File: src/core/bms_consts.vh
// Constants for the bit manipulation and shift unit
`ifndef BMS_CONSTS_VH
`define BMS_CONSTS_VH
// Operation codes on opCode
`define BMS_OP_CLRBIT 3'h0
`define BMS_OP_SETBIT 3'h1
`define BMS_OP_SHL 3'h2
`define BMS_OP_LONG_LEFT_SHIFT_OP 3'h3
`define BMS_OP_NIBBLE_LEFT_SHIFT_OP 3'h4
`define BMS_OP_BYTE_LEFT_SHIFT_OP 3'h5
`define BMS_OP_BYTE_RIGHT_SHIFT_OP 3'h6
// Immediate bit number field in the instruction word
`define BMS_IMM_MSB 7
`define BMS_IMM_LSB 4
// Internal cycles per shifted position
`define BMS_WORD_STEP 2'h1
`define BMS_LONG_STEP 2'h2
// Status word bit positions
`define BMS_ST_Z 3
`define BMS_ST_N 2
`define BMS_ST_C 1
`define BMS_ST_V 0
`endif

File: src/core/bms_unit.v
// Bit clear/set and left/right shift execution datapath
//
// The register addresses and the plain strobed port were chosen for this implementation.
`timescale 1ns/1ps
`include "bms_consts.vh"

// What this block does
// - Clear-bit forces one selected bit to zero
// - Set-bit forces one selected bit to one
// - Bit number from register or instruction bits
// - Byte bit 8-15 rewrites memory byte unchanged
// - Bit instructions leave all four flags
// - Left shift by four-bit count, zero fill
// - Immediate count zero means sixteen positions
// - Long shift uses multiplier word as upper
// - Carry and overflow sticky per step
// - Negative is old sign xor overflow
// - Negative cleared when negative operand overflows
// - Flag width follows operand width
// - Long shift takes two plus 2n cycles
// - Nibble shift moves bits 11-0 up four
// - Nibble shift sets zero, negative from top
// - Byte left shift: low byte to high
// - Byte right shift: high byte to low
// - Byte shifts set zero, clear negative
module bms_unit (
    input wire clk,
    input wire rstn,
    input wire start,
    input wire [2:0] opCode,
    input wire immForm,
    input wire byteForm,
    input wire [15:0] instrWord,
    input wire [15:0] srcReg,
    input wire [15:0] dstReg,
    input wire [15:0] multiplierUpperWord,
    input wire [15:0] dispAddr,
    input wire [3:0] statusIn,
    input wire memRdValid,
    input wire [7:0] memRdData,
    output reg busy,
    output reg done,
    output reg [15:0] resultWord,
    output reg [15:0] resultUpper,
    output reg writeDst,
    output reg writeUpper,
    output reg [3:0] statusWord,
    output reg memRd,
    output reg memWr,
    output reg [15:0] memAddr,
    output reg [7:0] memWrData
);

// ------------------------------------------------------------
// State and working registers
// ------------------------------------------------------------
localparam ST_IDLE = 3'h0;
localparam ST_SHIFT = 3'h1;
localparam ST_MRD = 3'h2;
localparam ST_MWAIT = 3'h3;
localparam ST_MWR = 3'h4;

reg [2:0] state;
reg [31:0] acc;
reg [4:0] remain;
reg [1:0] phase;
reg isLong;
reg signOld;
reg carryAcc;
reg ovfAcc;
reg [3:0] bitSel;
reg isSet;
reg [3:0] heldStatus;

// Bit number selection, register low nibble or immediate field
wire [3:0] selNum = immForm ? instrWord[`BMS_IMM_MSB:`BMS_IMM_LSB] : srcReg[3:0];
// Shift count, immediate zero encodes sixteen
wire [4:0] shCount = (immForm && instrWord[`BMS_IMM_MSB:`BMS_IMM_LSB] == 4'h0) ?
    5'h10 : {1'b0, selNum};

// ------------------------------------------------------------
// Operation decode
// ------------------------------------------------------------
wire opIsSet = (opCode == `BMS_OP_SETBIT);
wire opIsLong = (opCode == `BMS_OP_LONG_LEFT_SHIFT_OP);
wire opIsLeftByte = (opCode == `BMS_OP_BYTE_LEFT_SHIFT_OP);

// Single doubling step over the active width
wire accTop = isLong ? acc[31] : acc[15];
wire accNext = isLong ? acc[30] : acc[14];
wire [31:0] accShift = {acc[30:0], 1'b0};

// Fixed shift results, taken straight from the source register
wire [15:0] nibRes = {srcReg[11:0], 4'h0};
wire [15:0] bl8Res = {srcReg[7:0], 8'h00};
wire [15:0] br8Res = {8'h00, srcReg[15:8]};
wire [15:0] byteRes = opIsLeftByte ? bl8Res : br8Res;

// ------------------------------------------------------------
// Flag terms
// ------------------------------------------------------------
wire nibZero = (nibRes == 16'h0000);
wire byteZero = (byteRes == 16'h0000);
// Zero test covers only the operand width, so word shifts ignore acc[31:16]
wire accZero = isLong ? (acc == 32'h00000000) : (acc[15:0] == 16'h0000);
wire [1:0] stepLen = isLong ? `BMS_LONG_STEP : `BMS_WORD_STEP;
// Word shifts step every cycle, long shifts every second cycle
wire stepEnd = (phase == (stepLen - 2'h1));

// ------------------------------------------------------------
// Per-bit modify for the bit instructions
// ------------------------------------------------------------
wire [15:0] wordBitRes;
wire [7:0] byteMod;
genvar gi;
generate
    for (gi = 0; gi < 16; gi = gi + 1) begin : g_bit
        localparam [3:0] POS = gi;
        // Only the selected position takes the new value
        assign wordBitRes[gi] = (selNum == POS) ? opIsSet :
            dstReg[gi];
        if (gi < 8) begin : g_byte
            // Numbers 8-15 never match here, so the byte goes back as read
            assign byteMod[gi] = (bitSel == POS) ? isSet : memRdData[gi];
        end
    end
endgenerate

// ------------------------------------------------------------
// Next values
// ------------------------------------------------------------
reg [2:0] next_state;
reg [31:0] next_acc;
reg [4:0] next_remain;
reg [1:0] next_phase;
reg next_isLong;
reg next_signOld;
reg next_carryAcc;
reg next_ovfAcc;
reg [3:0] next_bitSel;
reg next_isSet;
reg [3:0] next_heldStatus;
reg next_busy;
reg next_done;
reg [15:0] next_resultWord;
reg [15:0] next_resultUpper;
reg next_writeDst;
reg next_writeUpper;
reg [3:0] next_statusWord;
reg next_memRd;
reg next_memWr;
reg [15:0] next_memAddr;
reg [7:0] next_memWrData;

// ------------------------------------------------------------
// Sequencer
// ------------------------------------------------------------
always @* begin
    // Data registers hold by default; strobes fall back to low every cycle
    next_state = state;
    next_acc = acc;
    next_remain = remain;
    next_phase = phase;
    next_isLong = isLong;
    next_signOld = signOld;
    next_carryAcc = carryAcc;
    next_ovfAcc = ovfAcc;
    next_bitSel = bitSel;
    next_isSet = isSet;
    next_heldStatus = heldStatus;
    next_busy = busy;
    next_resultWord = resultWord;
    next_resultUpper = resultUpper;
    next_statusWord = statusWord;
    next_memAddr = memAddr;
    next_memWrData = memWrData;
    next_done = 1'b0;
    next_writeDst = 1'b0;
    next_writeUpper = 1'b0;
    next_memRd = 1'b0;
    next_memWr = 1'b0;
    case (state)
        ST_IDLE: begin
            if (start) begin
                next_heldStatus = statusIn;
                case (opCode)
                    `BMS_OP_CLRBIT, `BMS_OP_SETBIT: begin
                        if (byteForm) begin
                            next_bitSel = selNum;
                            next_isSet = opIsSet;
                            next_memAddr = dispAddr;
                            next_memRd = 1'b1;
                            next_busy = 1'b1;
                            next_state = ST_MWAIT;
                        end else begin
                            next_resultWord = wordBitRes;
                            next_writeDst = 1'b1;
                            next_statusWord = statusIn;
                            next_done = 1'b1;
                        end
                    end
                    `BMS_OP_SHL, `BMS_OP_LONG_LEFT_SHIFT_OP: begin
                        // Long form treats the multiplier word as the upper half
                        next_isLong = opIsLong;
                        if (opIsLong) begin
                            next_acc = {multiplierUpperWord, dstReg};
                            next_signOld = multiplierUpperWord[15];
                        end else begin
                            next_acc = {16'h0000, dstReg};
                            next_signOld = dstReg[15];
                        end
                        next_carryAcc = 1'b0;
                        next_ovfAcc = 1'b0;
                        next_remain = shCount;
                        next_phase = 2'h0;
                        next_busy = 1'b1;
                        next_state = ST_SHIFT;
                    end
                    `BMS_OP_NIBBLE_LEFT_SHIFT_OP: begin
                        next_resultWord = nibRes;
                        next_writeDst = 1'b1;
                        next_statusWord = statusIn;
                        next_statusWord[`BMS_ST_Z] = nibZero;
                        next_statusWord[`BMS_ST_N] = nibRes[15];
                        next_done = 1'b1;
                    end
                    `BMS_OP_BYTE_LEFT_SHIFT_OP, `BMS_OP_BYTE_RIGHT_SHIFT_OP: begin
                        next_resultWord = byteRes;
                        next_writeDst = 1'b1;
                        next_statusWord = statusIn;
                        next_statusWord[`BMS_ST_Z] = byteZero;
                        next_statusWord[`BMS_ST_N] = 1'b0;
                        next_done = 1'b1;
                    end
                    default: begin
                        // Unused code finishes at once and keeps the flags
                        next_statusWord = statusIn;
                        next_done = 1'b1;
                    end
                endcase
            end
        end
        ST_SHIFT: begin
            // Long shifts idle one extra cycle per position
            if (stepEnd) begin
                next_phase = 2'h0;
                if (remain != 5'h00) begin
                    next_acc = accShift;
                    next_carryAcc = carryAcc | accTop;
                    next_ovfAcc = ovfAcc | (accTop ^ accNext);
                    next_remain = remain - 5'h01;
                end else begin
                    next_resultWord = acc[15:0];
                    next_resultUpper = acc[31:16];
                    next_writeDst = 1'b1;
                    next_writeUpper = isLong;
                    next_statusWord[`BMS_ST_Z] = accZero;
                    next_statusWord[`BMS_ST_N] = signOld ^ ovfAcc;
                    next_statusWord[`BMS_ST_C] = carryAcc;
                    next_statusWord[`BMS_ST_V] = ovfAcc;
                    next_busy = 1'b0;
                    next_done = 1'b1;
                    next_state = ST_IDLE;
                end
            end else begin
                next_phase = phase + 2'h1;
            end
        end
        ST_MWAIT: begin
            // Partner returns the byte some cycles after the read
            if (memRdValid) begin
                next_memWrData = byteMod;
                next_memWr = 1'b1;
                next_state = ST_MWR;
            end
        end
        ST_MWR: begin
            // Flags come from the copy taken at start, the bus write never touches them
            next_statusWord = heldStatus;
            next_busy = 1'b0;
            next_done = 1'b1;
            next_state = ST_IDLE;
        end
        default: begin
            next_busy = 1'b0;
            next_state = ST_IDLE;
        end
    endcase
end

// ------------------------------------------------------------
// State registers
// ------------------------------------------------------------
// Every output is a flip-flop; the block above only picks next values
always @(posedge clk or negedge rstn) begin
    if (!rstn) begin
        state <= ST_IDLE;
        acc <= 32'h00000000;
        remain <= 5'h00;
        phase <= 2'h0;
        isLong <= 1'b0;
        signOld <= 1'b0;
        carryAcc <= 1'b0;
        ovfAcc <= 1'b0;
        bitSel <= 4'h0;
        isSet <= 1'b0;
        heldStatus <= 4'h0;
        busy <= 1'b0;
        done <= 1'b0;
        resultWord <= 16'h0000;
        resultUpper <= 16'h0000;
        writeDst <= 1'b0;
        writeUpper <= 1'b0;
        statusWord <= 4'h0;
        memRd <= 1'b0;
        memWr <= 1'b0;
        memAddr <= 16'h0000;
        memWrData <= 8'h00;
    end else begin
        state <= next_state;
        acc <= next_acc;
        remain <= next_remain;
        phase <= next_phase;
        isLong <= next_isLong;
        signOld <= next_signOld;
        carryAcc <= next_carryAcc;
        ovfAcc <= next_ovfAcc;
        bitSel <= next_bitSel;
        isSet <= next_isSet;
        heldStatus <= next_heldStatus;
        busy <= next_busy;
        done <= next_done;
        resultWord <= next_resultWord;
        resultUpper <= next_resultUpper;
        writeDst <= next_writeDst;
        writeUpper <= next_writeUpper;
        statusWord <= next_statusWord;
        memRd <= next_memRd;
        memWr <= next_memWr;
        memAddr <= next_memAddr;
        memWrData <= next_memWrData;
    end
end

endmodule // bms_unit

File: config.mk
export PLATFORM = sky130hd
export DESIGN_NAME = bms_unit
export DESIGN_NICKNAME = d
export VERILOG_FILES = /design/src/core/bms_unit.v
export VERILOG_INCLUDE_DIRS = /design/src /design/src/core
export SDC_FILE = /design/constraint.sdc
export NUM_CORES = 1
export LEC_CHECK = 0
export ABC_AREA = 1
export BUFFER_PORTS_ARGS = -buffer_cell sky130_fd_sc_hd__buf_2
export CAP_MARGIN = 20
export CELL_PAD_IN_SITES_DETAIL_PLACEMENT = 1
export CELL_PAD_IN_SITES_GLOBAL_PLACEMENT = 1
export CORE_MARGIN = 2
export CORE_UTILIZATION = 29
export CTS_BUF_LIST = sky130_fd_sc_hd__clkbuf_4 sky130_fd_sc_hd__clkbuf_8
export DETAILED_ROUTE_END_ITERATION = 12
export GPL_TIMING_DRIVEN = 0
export PLACE_DENSITY_LB_ADDON = 0.1
export SYNTH_ARGS = -nofsm -noshare
export SYNTH_HDL_FRONTEND = slang
export SYNTH_SLANG_ARGS = --single-unit
File: constraint.sdc
create_clock -name clk -period 1.9 [get_ports clk]
set_input_delay 0.19 -clock clk [delete_from_list [all_inputs] [get_ports clk]]
set_output_delay 0.19 -clock clk [all_outputs]
set_load 0.005 [all_outputs]
==> summary.md, run 1 <==
| Metric | Value |
|---|---|
| CTS Buf Count | `17` |
| Worst min path class | `in2reg` |
| Number of distinct standard cells referenced by the synthesized netlist | `35` |
| FF-to-FF setup slack | `roughly 0.07 ns` |
| Final Setup Violations | `0` |
| Power share of the sequential group | `35.2%` |
| Area added between synthesis and finish | `29.79%` |
| Post-route core utilization | `roughly two fifths` |
| Synthesized area per cell | `slightly above 7 um2` |
| H-Tree Depth | `4` |
| CTS tree | `built` |
| Share of the clock period used by the worst path after layout | `96.24%` |
| Most frequent cells in the layout | `nand2_1 (282), buf_2 (159), dfrtp_1 (121)` |
| Final critical delay including setup and external delays | `1.829 ns` |
| Initial DRC Count | `about 270` |
| Arrival @ worst endpoint | `2.20 ns` |
| Power density normalized to cell area | `1451 nW/um2` |
| Post-DRT Antenna Nets | `0` |
| Internal power of the cells | `just over 7 mW` |
| Number of diodes added for antenna fixing | `0` |
| Number of standard cells after synthesis | `907` |
| Via count of the first global-routing pass | `6872` |
| Setup repair after global routing missed its margin | `yes` |
| Startpoint type of the worst setup path | `flop` |
| Hold-critical path depth | `3` |
| Worst Setup End Kind | `flop` |
| Hold worst-path end | `memWrData[2]` |
| Post-Syn Nets | `just over 1000` |
| Die Ht | `roughly 150 um` |
| Synthesis-stage register bit count | `121` |
| Yosys top cell area share | `between 40 and 50%` |
| Final global-route overflow total | `0` |
| Slew @ Worst Pin | `0.7880 ns` |
| Synth Cell Area | `6535 um2` |
| Clock Root Buffer | `clkbuf_8` |
| Filler cell count in the final layout | `2833` |
| Static power due to leakage | `4.353 nW` |
| Net switching power | `5.261 mW` |
| Clock Pin Slew Worst Setup and Hold Paths | `0.08 ns` |
| Final-stage net count | `1216` |
| Number of detailed-routing iterations run before antenna repair | `4` |
| IO buf count | `152` |
| Most common library cell in the layout ignoring fill and taps | `nand2_1` |
| Row count | `54` |
| Post-synth top area cell | `dfrtp_1` |
| Switching power as a share of total power | `between 40 and 50%` |
| Critical path data required time | `2.28 ns` |
| Proportion of layout cells with a drive suffix above 1 | `approximately 23%` |
| Max Clock Freq | `546.9 MHz` |
| Ports | `167` |
| Headroom to the max-slew limit | `47.27%` |
| Number of antenna violations at the first check in global routing | `0` |
| Reg-to-reg startpoint | `state[0]` |
| Clock network power share | `20.6%` |
| Wire per inst | `~17 um` |
| GRT Total Usage | `a little over a fifth` |
| Gp weighted congestion | `between 0.8 and 0.9` |
| Clock tree skew after final layout | `roughly 0.010 ns` |
| Top fanout value on the critical path | `10` |
| Number of remaining DRC errors | `0` |
| Global-route wire length before repair | `38150 um` |
| Largest net degree at the start of global routing | `91` |
| Starting density of the core | `29.76%` |
| Die width | `154.1 um` |
| Max clock buf depth | `2` |
| FF-to-FF End | `resultWord[11]` |
| Combinational fraction of design power | `about 44%` |
| Final setup TNS | `0 ns` |
| Number of clock sinks | `121` |
| HPWL reported at the end of detailed placement | `18110 um` |
| Full die area | `23750 um2` |
| Number of vias per cell | `4.699` |
| Number of max-cap violations | `0` |
| Start point of the worst hold path | `memRdData[2]` |
| Worst Path Class, Setup | `reg2reg` |
| Depth of the worst register-to-register path | `7` |
| First element of the critical path | `state[0]` |
| Sequential fraction of the synthesis area | `46.33%` |
| Number of warnings printed during yosys synthesis | `0` |
| Fin. Hold Viols | `0` |
| Final Max Tran Viols | `0` |
| Placeable core region | `21960 um2` |
| Outcome | `finished, final reports clean` |
| Later-pin clock latency in the skew report | `approximately 0.46 ns` |
| Ranking of synthesized cells by area | `dfrtp_1 (46%), nand2_1 (16%), o21ai_0 (7.4%)` |
| Max rail drop VDD | `0.0004826 V` |
| Total via count in the routed design | `6607` |
| Total Wirelength | `24040 um` |
-- flip-flops by register name (all words and copies together), names as in the netlist, 4 cells and up --
name and count:
acc 32, resultUpper 16, heldStatus 4, remain 5, bitSel 4, statusWord 4, memWrData 8, memAddr 16
resultWord 16
-- worst max-delay path, stage by stage, from the launching register on --
cell and delay, ns:
dfrtp_1 0.38, inv_2 0.06, nor3_4 0.22, buf_4 0.16, buf_4 0.14, clkbuf_1 0.39, a21oi_1 0.20, a21oi_1 0.20
-- how the worst max path moves through the flow --
stage | end | slack, ns | cells past startpoint
after floorplan | acc[12] | 0.31 | 13
after global placement | resultWord[2] | -1.21 | 1
after detailed placement | resultWord[10] | -0.37 | 7
after CTS | acc[24] | 0.003 | 13
after global routing | acc[12] | -0.01 | 13
final | resultWord[11] | 0.07 | 7
-- kinds of logic (layout without fill, tap and decap cells) --
kind of cell    count (synthesis)  count (layout)  synth area share, %
compound gates                176             176                14.80
xor+xnor                        2               2               0.2681
fa+ha+maj                       2               2               0.3829
buf+inv                       130             349                8.214
flops                         121             121                46.33
simple gates                  476             476                30.00
-- area by class of cell --
| type | instances | area (um2) | area share [%] |
|---|---|---|---|
| Sequential cell | 121 | 3028 | 35.70 |
| Clock buffer | 18 | 247.7 | 2.921 |
| Tap cell | 280 | 350.3 | 4.130 |
| Multi-Input combinational cell | 656 | 2999 | 35.36 |
| Inverter | 96 | 365.4 | 4.307 |
| Buffer | 34 | 206.4 | 2.434 |
| Timing Repair Buffer | 187 | 1112 | 13.11 |
| Clock inverter | 14 | 172.7 | 2.036 |
-- cells in the mapped netlist --
cell type / instances
o21ai_0: 97
xnor2_1: 1
xor2_1: 1
nor2_4: 1
clkinv_2: 1
a31oi_1: 2
nand3_1: 78
clkbuf_1: 16
nor2_2: 5
a21oi_2: 1
o211ai_1: 14
clkinv_1: 2
a21oi_4: 1
buf_2: 11
inv_2: 7
a21oi_1: 42
o21ai_2: 1
a22oi_1: 2
ha_1: 2
nand2_2: 1
inv_1: 86
o211ai_2: 3
buf_1: 2
nand2_1: 283
nand4_1: 4
buf_4: 1
buf_6: 4
o21ai_1: 12
o31ai_1: 1
dfrtp_1: 121
nor3_1: 9
nor2_1: 92
nand3_2: 1
nand3_4: 1
nor3_4: 1
-- routing by layer --
layer	global-route usage [%]	up-vias	wire (um)
met5	0	-	0
met4	6.142	0	316
met3	3.100	22	801
met2	34.29	136	11280
met1	28.83	3121	11640
li1	-	3328	-
-- metrics by stage --
stage | setup WS [ns] | total power [mW] | cells | area [um2] | hold slack, ns
6_report | 0.07137 | 12.31 | 1406 | 8482 | 0.01919
5_1_grt | -0.01170 | 13.39 | 1406 | 8482 | 0.0009187
4_1_cts | 0.003468 | 12.44 | 1405 | 8441 | 0.002667
3_5_place_dp | -0.3713 | 9.615 | 1340 | 7680 | 0.1043
3_3_place_gp | -1.212 | 9.508 | 1339 | 7646 | 0.3854
2_1_floorplan | 0.3068 | 7.439 | 907 | 6535 | -0.1056
-- power by group through the flow --
stage               Clock (mW)  Sequential [mW]  Combinational (mW)
global placement             0             4.36                5.15
floorplan                    0             4.32                3.11
finish                    2.53             4.33                5.45
CTS                       2.62             4.33                5.49
global route              2.74             4.49                6.16
detailed placement           0             4.37                5.24
-- what timing repair did --
| item | CTS | global route |
|---|---|---|
| pin swaps | 3 | 1 |
| hold endpoints to repair | 55 | 0 |
| hold buffers | 25 | 0 |
| endpoints found under the setup margin | 98 | 75 |
| buffers inserted | 8 | 1 |
| gates cloned | 0 | 0 |
| resized for setup | 15 | 21 |
No activity file was read; power rests on OpenSTA's default activity.
==> run 2, diff against run 1 <==
CTS_BUF_LIST = default   (was sky130_fd_sc_hd__clkbuf_4 sky130_fd_sc_hd__clkbuf_8)
==> run 2 against run 1 <==
  * Critical path depth down 1
  * Global-route usage increased by 0.053 points
  * Cell count shrank 0.28%
  * Via count up 0.56%
  * Sequential cell count stayed put
  * Wire length increased by 0.62%
  * Utilization up 0.75 points
==> summary.md, run 2 (synthesized netlist as in run 1, its figures left out) <==
| Metric | Value |
|---|---|
| Worst Setup End Kind | `flop (unchanged)` |
| Most common library cell in the layout ignoring fill and taps | `nand2_1 (unchanged)` |
| Number of max-cap violations | `0 (unchanged)` |
| Clock tree skew after final layout | `0.008119 ns (was 0.01039 ns)` |
| Cell total after placement | `1340 (unchanged)` |
| Largest register by flop count | `acc (unchanged)` |
| Clock Pin Slew Worst Setup and Hold Paths | `0.06 ns (was 0.08 ns)` |
| Startpoint type of the worst setup path | `flop (unchanged)` |
| Number of detailed-routing iterations run before antenna repair | `5 (was 4)` |
| Reg-to-reg startpoint | `state[2] (was state[0])` |
| Final global-route overflow total | `0 (unchanged)` |
| Arrival @ worst endpoint | `2.15 ns (was 2.20 ns)` |
| Clock Root Buffer | `clkbuf_16 (was clkbuf_8)` |
| Critical Path, Cell by Cell | `nor3_4 -> buf_4 -> buf_4 -> clkbuf_1 -> a21oi_1 -> a21oi_1 (was inv_2 -> nor3_4 -> buf_4 -> buf_4 -> clkbuf_1 -> a21oi_1 -> a21oi_1)` |
| Clock network power share | `25.7% (was 20.6%)` |
| Max Clock Freq | `551.3 MHz (was 546.9 MHz)` |
| Global-route wire length before repair | `38340 um (was 38150 um)` |
| Max stage delay cell, worst path | `dfrtp_1 (was clkbuf_1)` |
| Starting density of the core | `29.76% (unchanged)` |
| Proportion of layout cells with a drive suffix above 1 | `23.35% (was 22.74%)` |
| Outcome | `finished, final reports clean (unchanged)` |
| FF-to-FF End | `resultWord[11] (unchanged)` |
| Later-pin clock latency in the skew report | `0.42 ns (was 0.46 ns)` |
| Gp weighted congestion | `0.8445 (unchanged)` |
| HPWL reported at the end of detailed placement | `18110 um (unchanged)` |
| Worst Path Class, Setup | `reg2reg (unchanged)` |
| Switching power as a share of total power | `40.74% (was 42.75%)` |
| Final Max Tran Viols | `0 (unchanged)` |
| Hold-critical path depth | `3 (unchanged)` |
| Overall power after layout | `13.27 mW (was 12.31 mW)` |
| Placeable core region | `21960 um2 (unchanged)` |
| Area of the multi-input gates | `3008 um2 (was 2999 um2)` |
| Number of vias per cell | `4.739 (was 4.699)` |
| FF-to-FF setup slack | `0.09 ns (was 0.07 ns)` |
| Max rail drop VDD | `0.0006634 V (was 0.0004826 V)` |
| Total area of sequential cells | `3028 um2 (unchanged)` |
| Wire per inst | `17.25 um (was 17.10 um)` |
| Number of antenna violations at the first check in global routing | `0 (unchanged)` |
| Number of diodes added for antenna fixing | `0 (unchanged)` |
| Post-DRT Antenna Nets | `0 (unchanged)` |
| H-Tree Depth | `4 (unchanged)` |
| Number of flip-flops in the largest register | `32 (unchanged)` |
| Share of the clock period used by the worst path after layout | `95.47% (was 96.24%)` |
| Final critical delay including setup and external delays | `1.814 ns (was 1.829 ns)` |
| CTS Buf Count | `17 (unchanged)` |
| Critical path data required time | `2.24 ns (was 2.28 ns)` |
| Fin. Hold Viols | `0 (unchanged)` |
| Die width | `154.1 um (unchanged)` |
| Die Ht | `154.1 um (unchanged)` |
| Via count of the first global-routing pass | `6875 (was 6872)` |
| Top fanout value on the critical path | `10 (unchanged)` |
| Hold worst-path end | `memWrData[0] (was memWrData[2])` |
| Row count | `54 (unchanged)` |
| Combinational fraction of design power | `41.6% (was 44.3%)` |
| Most used routing layer | `met2 (unchanged)` |
| Number of remaining DRC errors | `0 (unchanged)` |
| Total via count in the routed design | `6644 (was 6607)` |
| GRT Total Usage | `21.02% (was 20.97%)` |
| GR Layer Usage met3 | `3.157% (was 3.100%)` |
| Ports | `167 (unchanged)` |
| Static power due to leakage | `4.428 nW (was 4.353 nW)` |
| Filler cell count in the final layout | `2826 (was 2833)` |
| IO buf count | `152 (unchanged)` |
| Final Setup Violations | `0 (unchanged)` |
| Slew @ Worst Pin | `0.7932 ns (was 0.7880 ns)` |
| Most frequent cells in the layout | `nand2_1 (281), buf_2 (160), dfrtp_1 (121) (was nand2_1 (282), buf_2 (159), dfrtp_1 (121))` |
| Start point of the worst hold path | `memRdData[0] (was memRdData[2])` |
| Max clock buf depth | `2 (unchanged)` |
| Full die area | `23750 um2 (unchanged)` |
| GR Util met1 | `28.88% (was 28.83%)` |
| Area added between synthesis and finish | `32.30% (was 29.79%)` |
| Net switching power | `5.407 mW (was 5.261 mW)` |
| Layout Cells excl Fill | `1402 (was 1406)` |
| Final-stage net count | `1212 (was 1216)` |
| Worst min path class | `in2reg (unchanged)` |
| Internal power of the cells | `7.866 mW (was 7.045 mW)` |
| Headroom to the max-slew limit | `46.92% (was 47.27%)` |
| Largest net degree at the start of global routing | `91 (unchanged)` |
| Total Wirelength | `24190 um (was 24040 um)` |
| Number of clock sinks | `121 (unchanged)` |
| Post-route core utilization | `39.37% (was 38.63%)` |
| Slowest stage delay, CP | `0.43 ns (was 0.39 ns)` |
| Global routing met2 resource utilization | `34.81% (was 34.29%)` |
| CTS tree | `built (unchanged)` |
| Hold Worst Slack | `0.02388 ns (was 0.01919 ns)` |
| Power density normalized to cell area | `1535 nW/um2 (was 1451 nW/um2)` |
| Depth of the worst register-to-register path | `6 (was 7)` |
| Initial DRC Count | `283 (was 271)` |
| Power share of the sequential group | `32.7% (was 35.2%)` |
==> run 2: cell count changes in the layout (fill, tap and decap cells not counted), sizes merged <==
cell and delta:
buf +4, clkbuf -2, dlygate4sd3 -6
==> run 2: repair_timing <==
action                                  4_1_cts  5_1_grt
hold buffers                                 19        0
endpoints found under the setup margin       98       89
endpoints found under the hold margin        49        0
pin swaps                                     4        4
gates resized for setup                      14       37
buffers inserted                              7        4
==> run 2: area by class of cell <==
cell class / count / area share, %
sequential: 121 / 35.02
multi-input combinational: 656 / 34.79
clock inverter: 14 / 1.997
buffer: 34 / 2.518
tap: 280 / 4.052
timing repair buffer: 183 / 12.34
clock buffer: 18 / 5.080
inverter: 96 / 4.197
==> run 2: power groups by stage <==
stage | clock network (mW) | registers, mW | logic, mW
global placement | 0 | 4.36 | 5.15
detailed placement | 0 | 4.37 | 5.24
CTS | 3.50 | 4.35 | 5.48
floorplan | 0 | 4.32 | 3.11
global route | 3.61 | 4.50 | 6.24
finish | 3.41 | 4.34 | 5.52
==> run 2: stage by stage <==
| step | worst slack (ns) | instance area, um2 | TNS, ns |
|---|---|---|---|
| floorplan | 0.3068 | 6535 | 0 |
| global placement | -1.212 | 7646 | -158.51 |
| detailed placement | -0.3713 | 7680 | -14.03 |
| CTS | 0.01507 | 8567 | 0 |
| global route | -0.01198 | 8646 | -0.01198 |
| finish | 0.08606 | 8646 | 0 |
==> run 2: how the worst max path moves through the flow <==
stage | endpoint | from
detailed placement | resultWord[10] | state[1]
floorplan | acc[12] | remain[0]
CTS | resultWord[1] | state[0]
global route | acc[12] | remain[1]
global placement | resultWord[2] | rstn
finish | resultWord[11] | state[2]
==> run 2: layer usage <==
layer  vias up  part of all wire, %
li1       3328                    -
met1      3164                   48
met2       134                   48
met3        18                  3.5
met4         0                  1.1
met5         -                    0
==> run 2: critical path, delay by kind of cell, from the launching register on <==
kind	cells	cell delay (ns)
AOI/OAI and AO/OA	2	0.40
buffers and inverters	3	0.65
and+or+nand+nor	1	0.25
DFF	1	0.43
==> run 3, diff against run 2 <==
RECOVER_POWER = 100   (was default)
==> run 3 against run 2 <==
  * Combinational power shrank 1%
  * Worst setup slack worse by 0.0025 ns
  * Sequential share of layout area up 0.18 points
  * Sequential cell count stayed put
  * First-iteration DRC count up 1.4%
  * Largest cell class unchanged
  * Highest routed layer unchanged
==> summary.md, run 3 (synthesized netlist as in run 1, its figures left out) <==
| Metric | Value |
|---|---|
| Clock Pin Slew Worst Setup and Hold Paths | `0.06 ns (about the same)` |
| Area added between synthesis and finish | `31.61% (was 32.30%)` |
| Overall power after layout | `13.20 mW (was 13.27 mW)` |
| Full die area | `23750 um2 (unchanged)` |
| Power density normalized to cell area | `1535 nW/um2 (about the same)` |
| Post-DRT Antenna Nets | `0 (unchanged)` |
| Critical Path, Cell by Cell | `nor3_4 -> buf_4 -> buf_4 -> clkbuf_1 -> a21oi_1 -> a21oi_1 (unchanged)` |
| Starting density of the core | `29.76% (unchanged)` |
| Placeable core region | `21960 um2 (unchanged)` |
| Worst min path class | `in2reg (unchanged)` |
| Largest net degree at the start of global routing | `91 (unchanged)` |
| First element of the critical path | `state[2] (unchanged)` |
| IO buf count | `152 (unchanged)` |
| Via count of the first global-routing pass | `6875 (unchanged)` |
| Max stage delay cell, worst path | `dfrtp_1 (unchanged)` |
| Internal power of the cells | `7.786 mW (was 7.866 mW)` |
| Top Family by Delay on Critical Path | `buffers and inverters (unchanged)` |
| Most common library cell in the layout ignoring fill and taps | `nand2_1 (unchanged)` |
| Number of remaining DRC errors | `0 (unchanged)` |
| Ports | `167 (unchanged)` |
| Number of max-cap violations | `0 (unchanged)` |
| Final Max Tran Viols | `0 (unchanged)` |
| Layout Cells excl Fill | `1402 (unchanged)` |
| Most frequent cells in the layout | `nand2_1 (281), buf_2 (127), dfrtp_1 (121) (was nand2_1 (281), buf_2 (160), dfrtp_1 (121))` |
| CTS Buf Count | `17 (unchanged)` |
| Final Setup Violations | `0 (unchanged)` |
| Combinational fraction of design power | `41.2% (was 41.6%)` |
| Max Clock Freq | `550.5 MHz (was 551.3 MHz)` |
| Outcome | `finished, final reports clean (unchanged)` |
| Clock Root Buffer | `clkbuf_16 (unchanged)` |
| HPWL reported at the end of detailed placement | `18110 um (unchanged)` |
| CTS tree | `built (unchanged)` |
| Max clock buf depth | `2 (unchanged)` |
| Headroom to the max-slew limit | `40.79% (was 46.92%)` |
| Row count | `54 (unchanged)` |
| Static power due to leakage | `4.328 nW (was 4.428 nW)` |
| Cell total after placement | `1340 (unchanged)` |
| Proportion of layout cells with a drive suffix above 1 | `20.59% (was 23.35%)` |
| Final critical delay including setup and external delays | `1.816 ns (was 1.814 ns)` |
| Depth of the worst register-to-register path | `6 (unchanged)` |
| Number of clock sinks | `121 (unchanged)` |
| Number of diodes added for antenna fixing | `0 (unchanged)` |
| Number of flip-flops in the largest register | `32 (unchanged)` |
| Arrival @ worst endpoint | `2.15 ns (about the same)` |
| Number of antenna violations at the first check in global routing | `0 (unchanged)` |
| Switching power as a share of total power | `41.04% (was 40.74%)` |
| Critical path data required time | `2.23 ns (was 2.24 ns)` |
| Global-route wire length before repair | `38340 um (unchanged)` |
| Number of vias per cell | `4.738 (was 4.739)` |
| Reg-to-reg startpoint | `state[2] (unchanged)` |
| Largest register by flop count | `acc (unchanged)` |
| Worst Path Class, Setup | `reg2reg (unchanged)` |
| H-Tree Depth | `4 (unchanged)` |
| Wire per inst | `17.24 um (was 17.25 um)` |
| Later-pin clock latency in the skew report | `0.42 ns (about the same)` |
| Slowest stage delay, CP | `0.43 ns (about the same)` |
| Worst Setup End Kind | `flop (unchanged)` |
| Total Wirelength | `24170 um (was 24190 um)` |
| Max rail drop VDD | `0.0006599 V (was 0.0006634 V)` |
| Top fanout value on the critical path | `10 (unchanged)` |
| Total via count in the routed design | `6643 (was 6644)` |
| Gp weighted congestion | `0.8445 (unchanged)` |
| Final-stage net count | `1212 (unchanged)` |
| Clock network power share | `25.8% (was 25.7%)` |
| Number of buffers and inverters on the critical path | `3 (unchanged)` |
| FF-to-FF End | `resultWord[11] (unchanged)` |
| GRT Total Usage | `21.02% (unchanged)` |
| Hold Worst Slack | `0.02652 ns (was 0.02388 ns)` |
| Clock tree skew after final layout | `0.008875 ns (was 0.008119 ns)` |
| Post-route core utilization | `39.17% (was 39.37%)` |
| Net switching power | `5.419 mW (was 5.407 mW)` |
| Final global-route overflow total | `0 (unchanged)` |
| Slew @ Worst Pin | `0.8882 ns (was 0.7932 ns)` |
| Fin. Hold Viols | `0 (unchanged)` |
| FF-to-FF setup slack | `0.08 ns (was 0.09 ns)` |
| Crit path to | `resultWord[11] (unchanged)` |
| Die width | `154.1 um (unchanged)` |
| Logic depth of the worst setup path including buffers | `6 (unchanged)` |
| Initial DRC Count | `287 (was 283)` |
| Die Ht | `154.1 um (unchanged)` |
| Power share of the sequential group | `33.0% (was 32.7%)` |
| Share of the clock period used by the worst path after layout | `95.60% (was 95.47%)` |
| Number of detailed-routing iterations run before antenna repair | `5 (unchanged)` |
| Startpoint type of the worst setup path | `flop (unchanged)` |
| Final setup TNS | `0 ns (unchanged)` |
-- run 3: cell types whose count changed in the layout (fill, tap and decap cells not counted), sizes merged --
cell	previous run	this run
buf	183	149
clkbuf	33	67
-- run 3: repair_timing --
action / in CTS / in global routing
gates resized for setup: 14 / 37
hold buffers: 19 / 0
setup endpoints to repair: 98 / 89
hold endpoints to repair: 49 / 0
pin swaps: 4 / 4
buffers inserted: 7 / 4
-- run 3: final cells by class --
cell class,instances,area [um2]
inverters,96,362.8
repair buffers,183,1022
clock inverters,14,172.7
clock buffers,18,439.2
fillers,2831,13360
multi-input cells,656,3008
flip-flops and latches,121,3028
plain buffers,34,217.7
well taps,280,350.3
-- run 3: tightest hold or removal path: cells and delay by family --
family | cells | cell delay [ns]
compound gates | 1 | 0.09
buf+inv | 1 | 0.08
simple gates | 1 | 0.06
-- run 3: worst min path at each step --
stage                      start      endpoint  slack, ns  depth (start not counted)
global route        memRdData[0]  memWrData[0]       0.03                          3
floorplan                   rstn        acc[0]      -0.11                          0
global placement     dispAddr[5]    memAddr[5]       0.39                          3
detailed placement          rstn         memWr       0.10                          1
CTS                 memRdData[0]  memWrData[0]       0.02                          3
finish              memRdData[0]  memWrData[0]       0.03                          3
-- run 3: metrics by stage --
stage	setup slack, ns	cell area [um2]
2_1_floorplan	0.3068	6535
3_3_place_gp	-1.212	7646
3_5_place_dp	-0.3713	7680
4_1_cts	0.01507	8567
5_1_grt	-0.01319	8601
6_report	0.08353	8601
-- run 3: power groups by stage --
stage | clock [mW] | combinational (mW) | sequential [mW]
floorplan | 0 | 3.11 | 4.32
global placement | 0 | 5.15 | 4.36
detailed placement | 0 | 5.24 | 4.37
CTS | 3.50 | 5.48 | 4.35
global route | 3.61 | 6.16 | 4.52
finish | 3.41 | 5.44 | 4.35
-- run 3: per-layer routing --
metal | part of all wire, % | wire length [um] | vias to the layer above | track usage [%]
met5 | 0 | 0 | - | 0
met4 | 1.1 | 255 | 0 | 5.251
met3 | 3.3 | 803 | 18 | 3.157
met2 | 48 | 11490 | 140 | 34.81
met1 | 48 | 11610 | 3155 | 28.88
li1 | - | - | 3330 | -
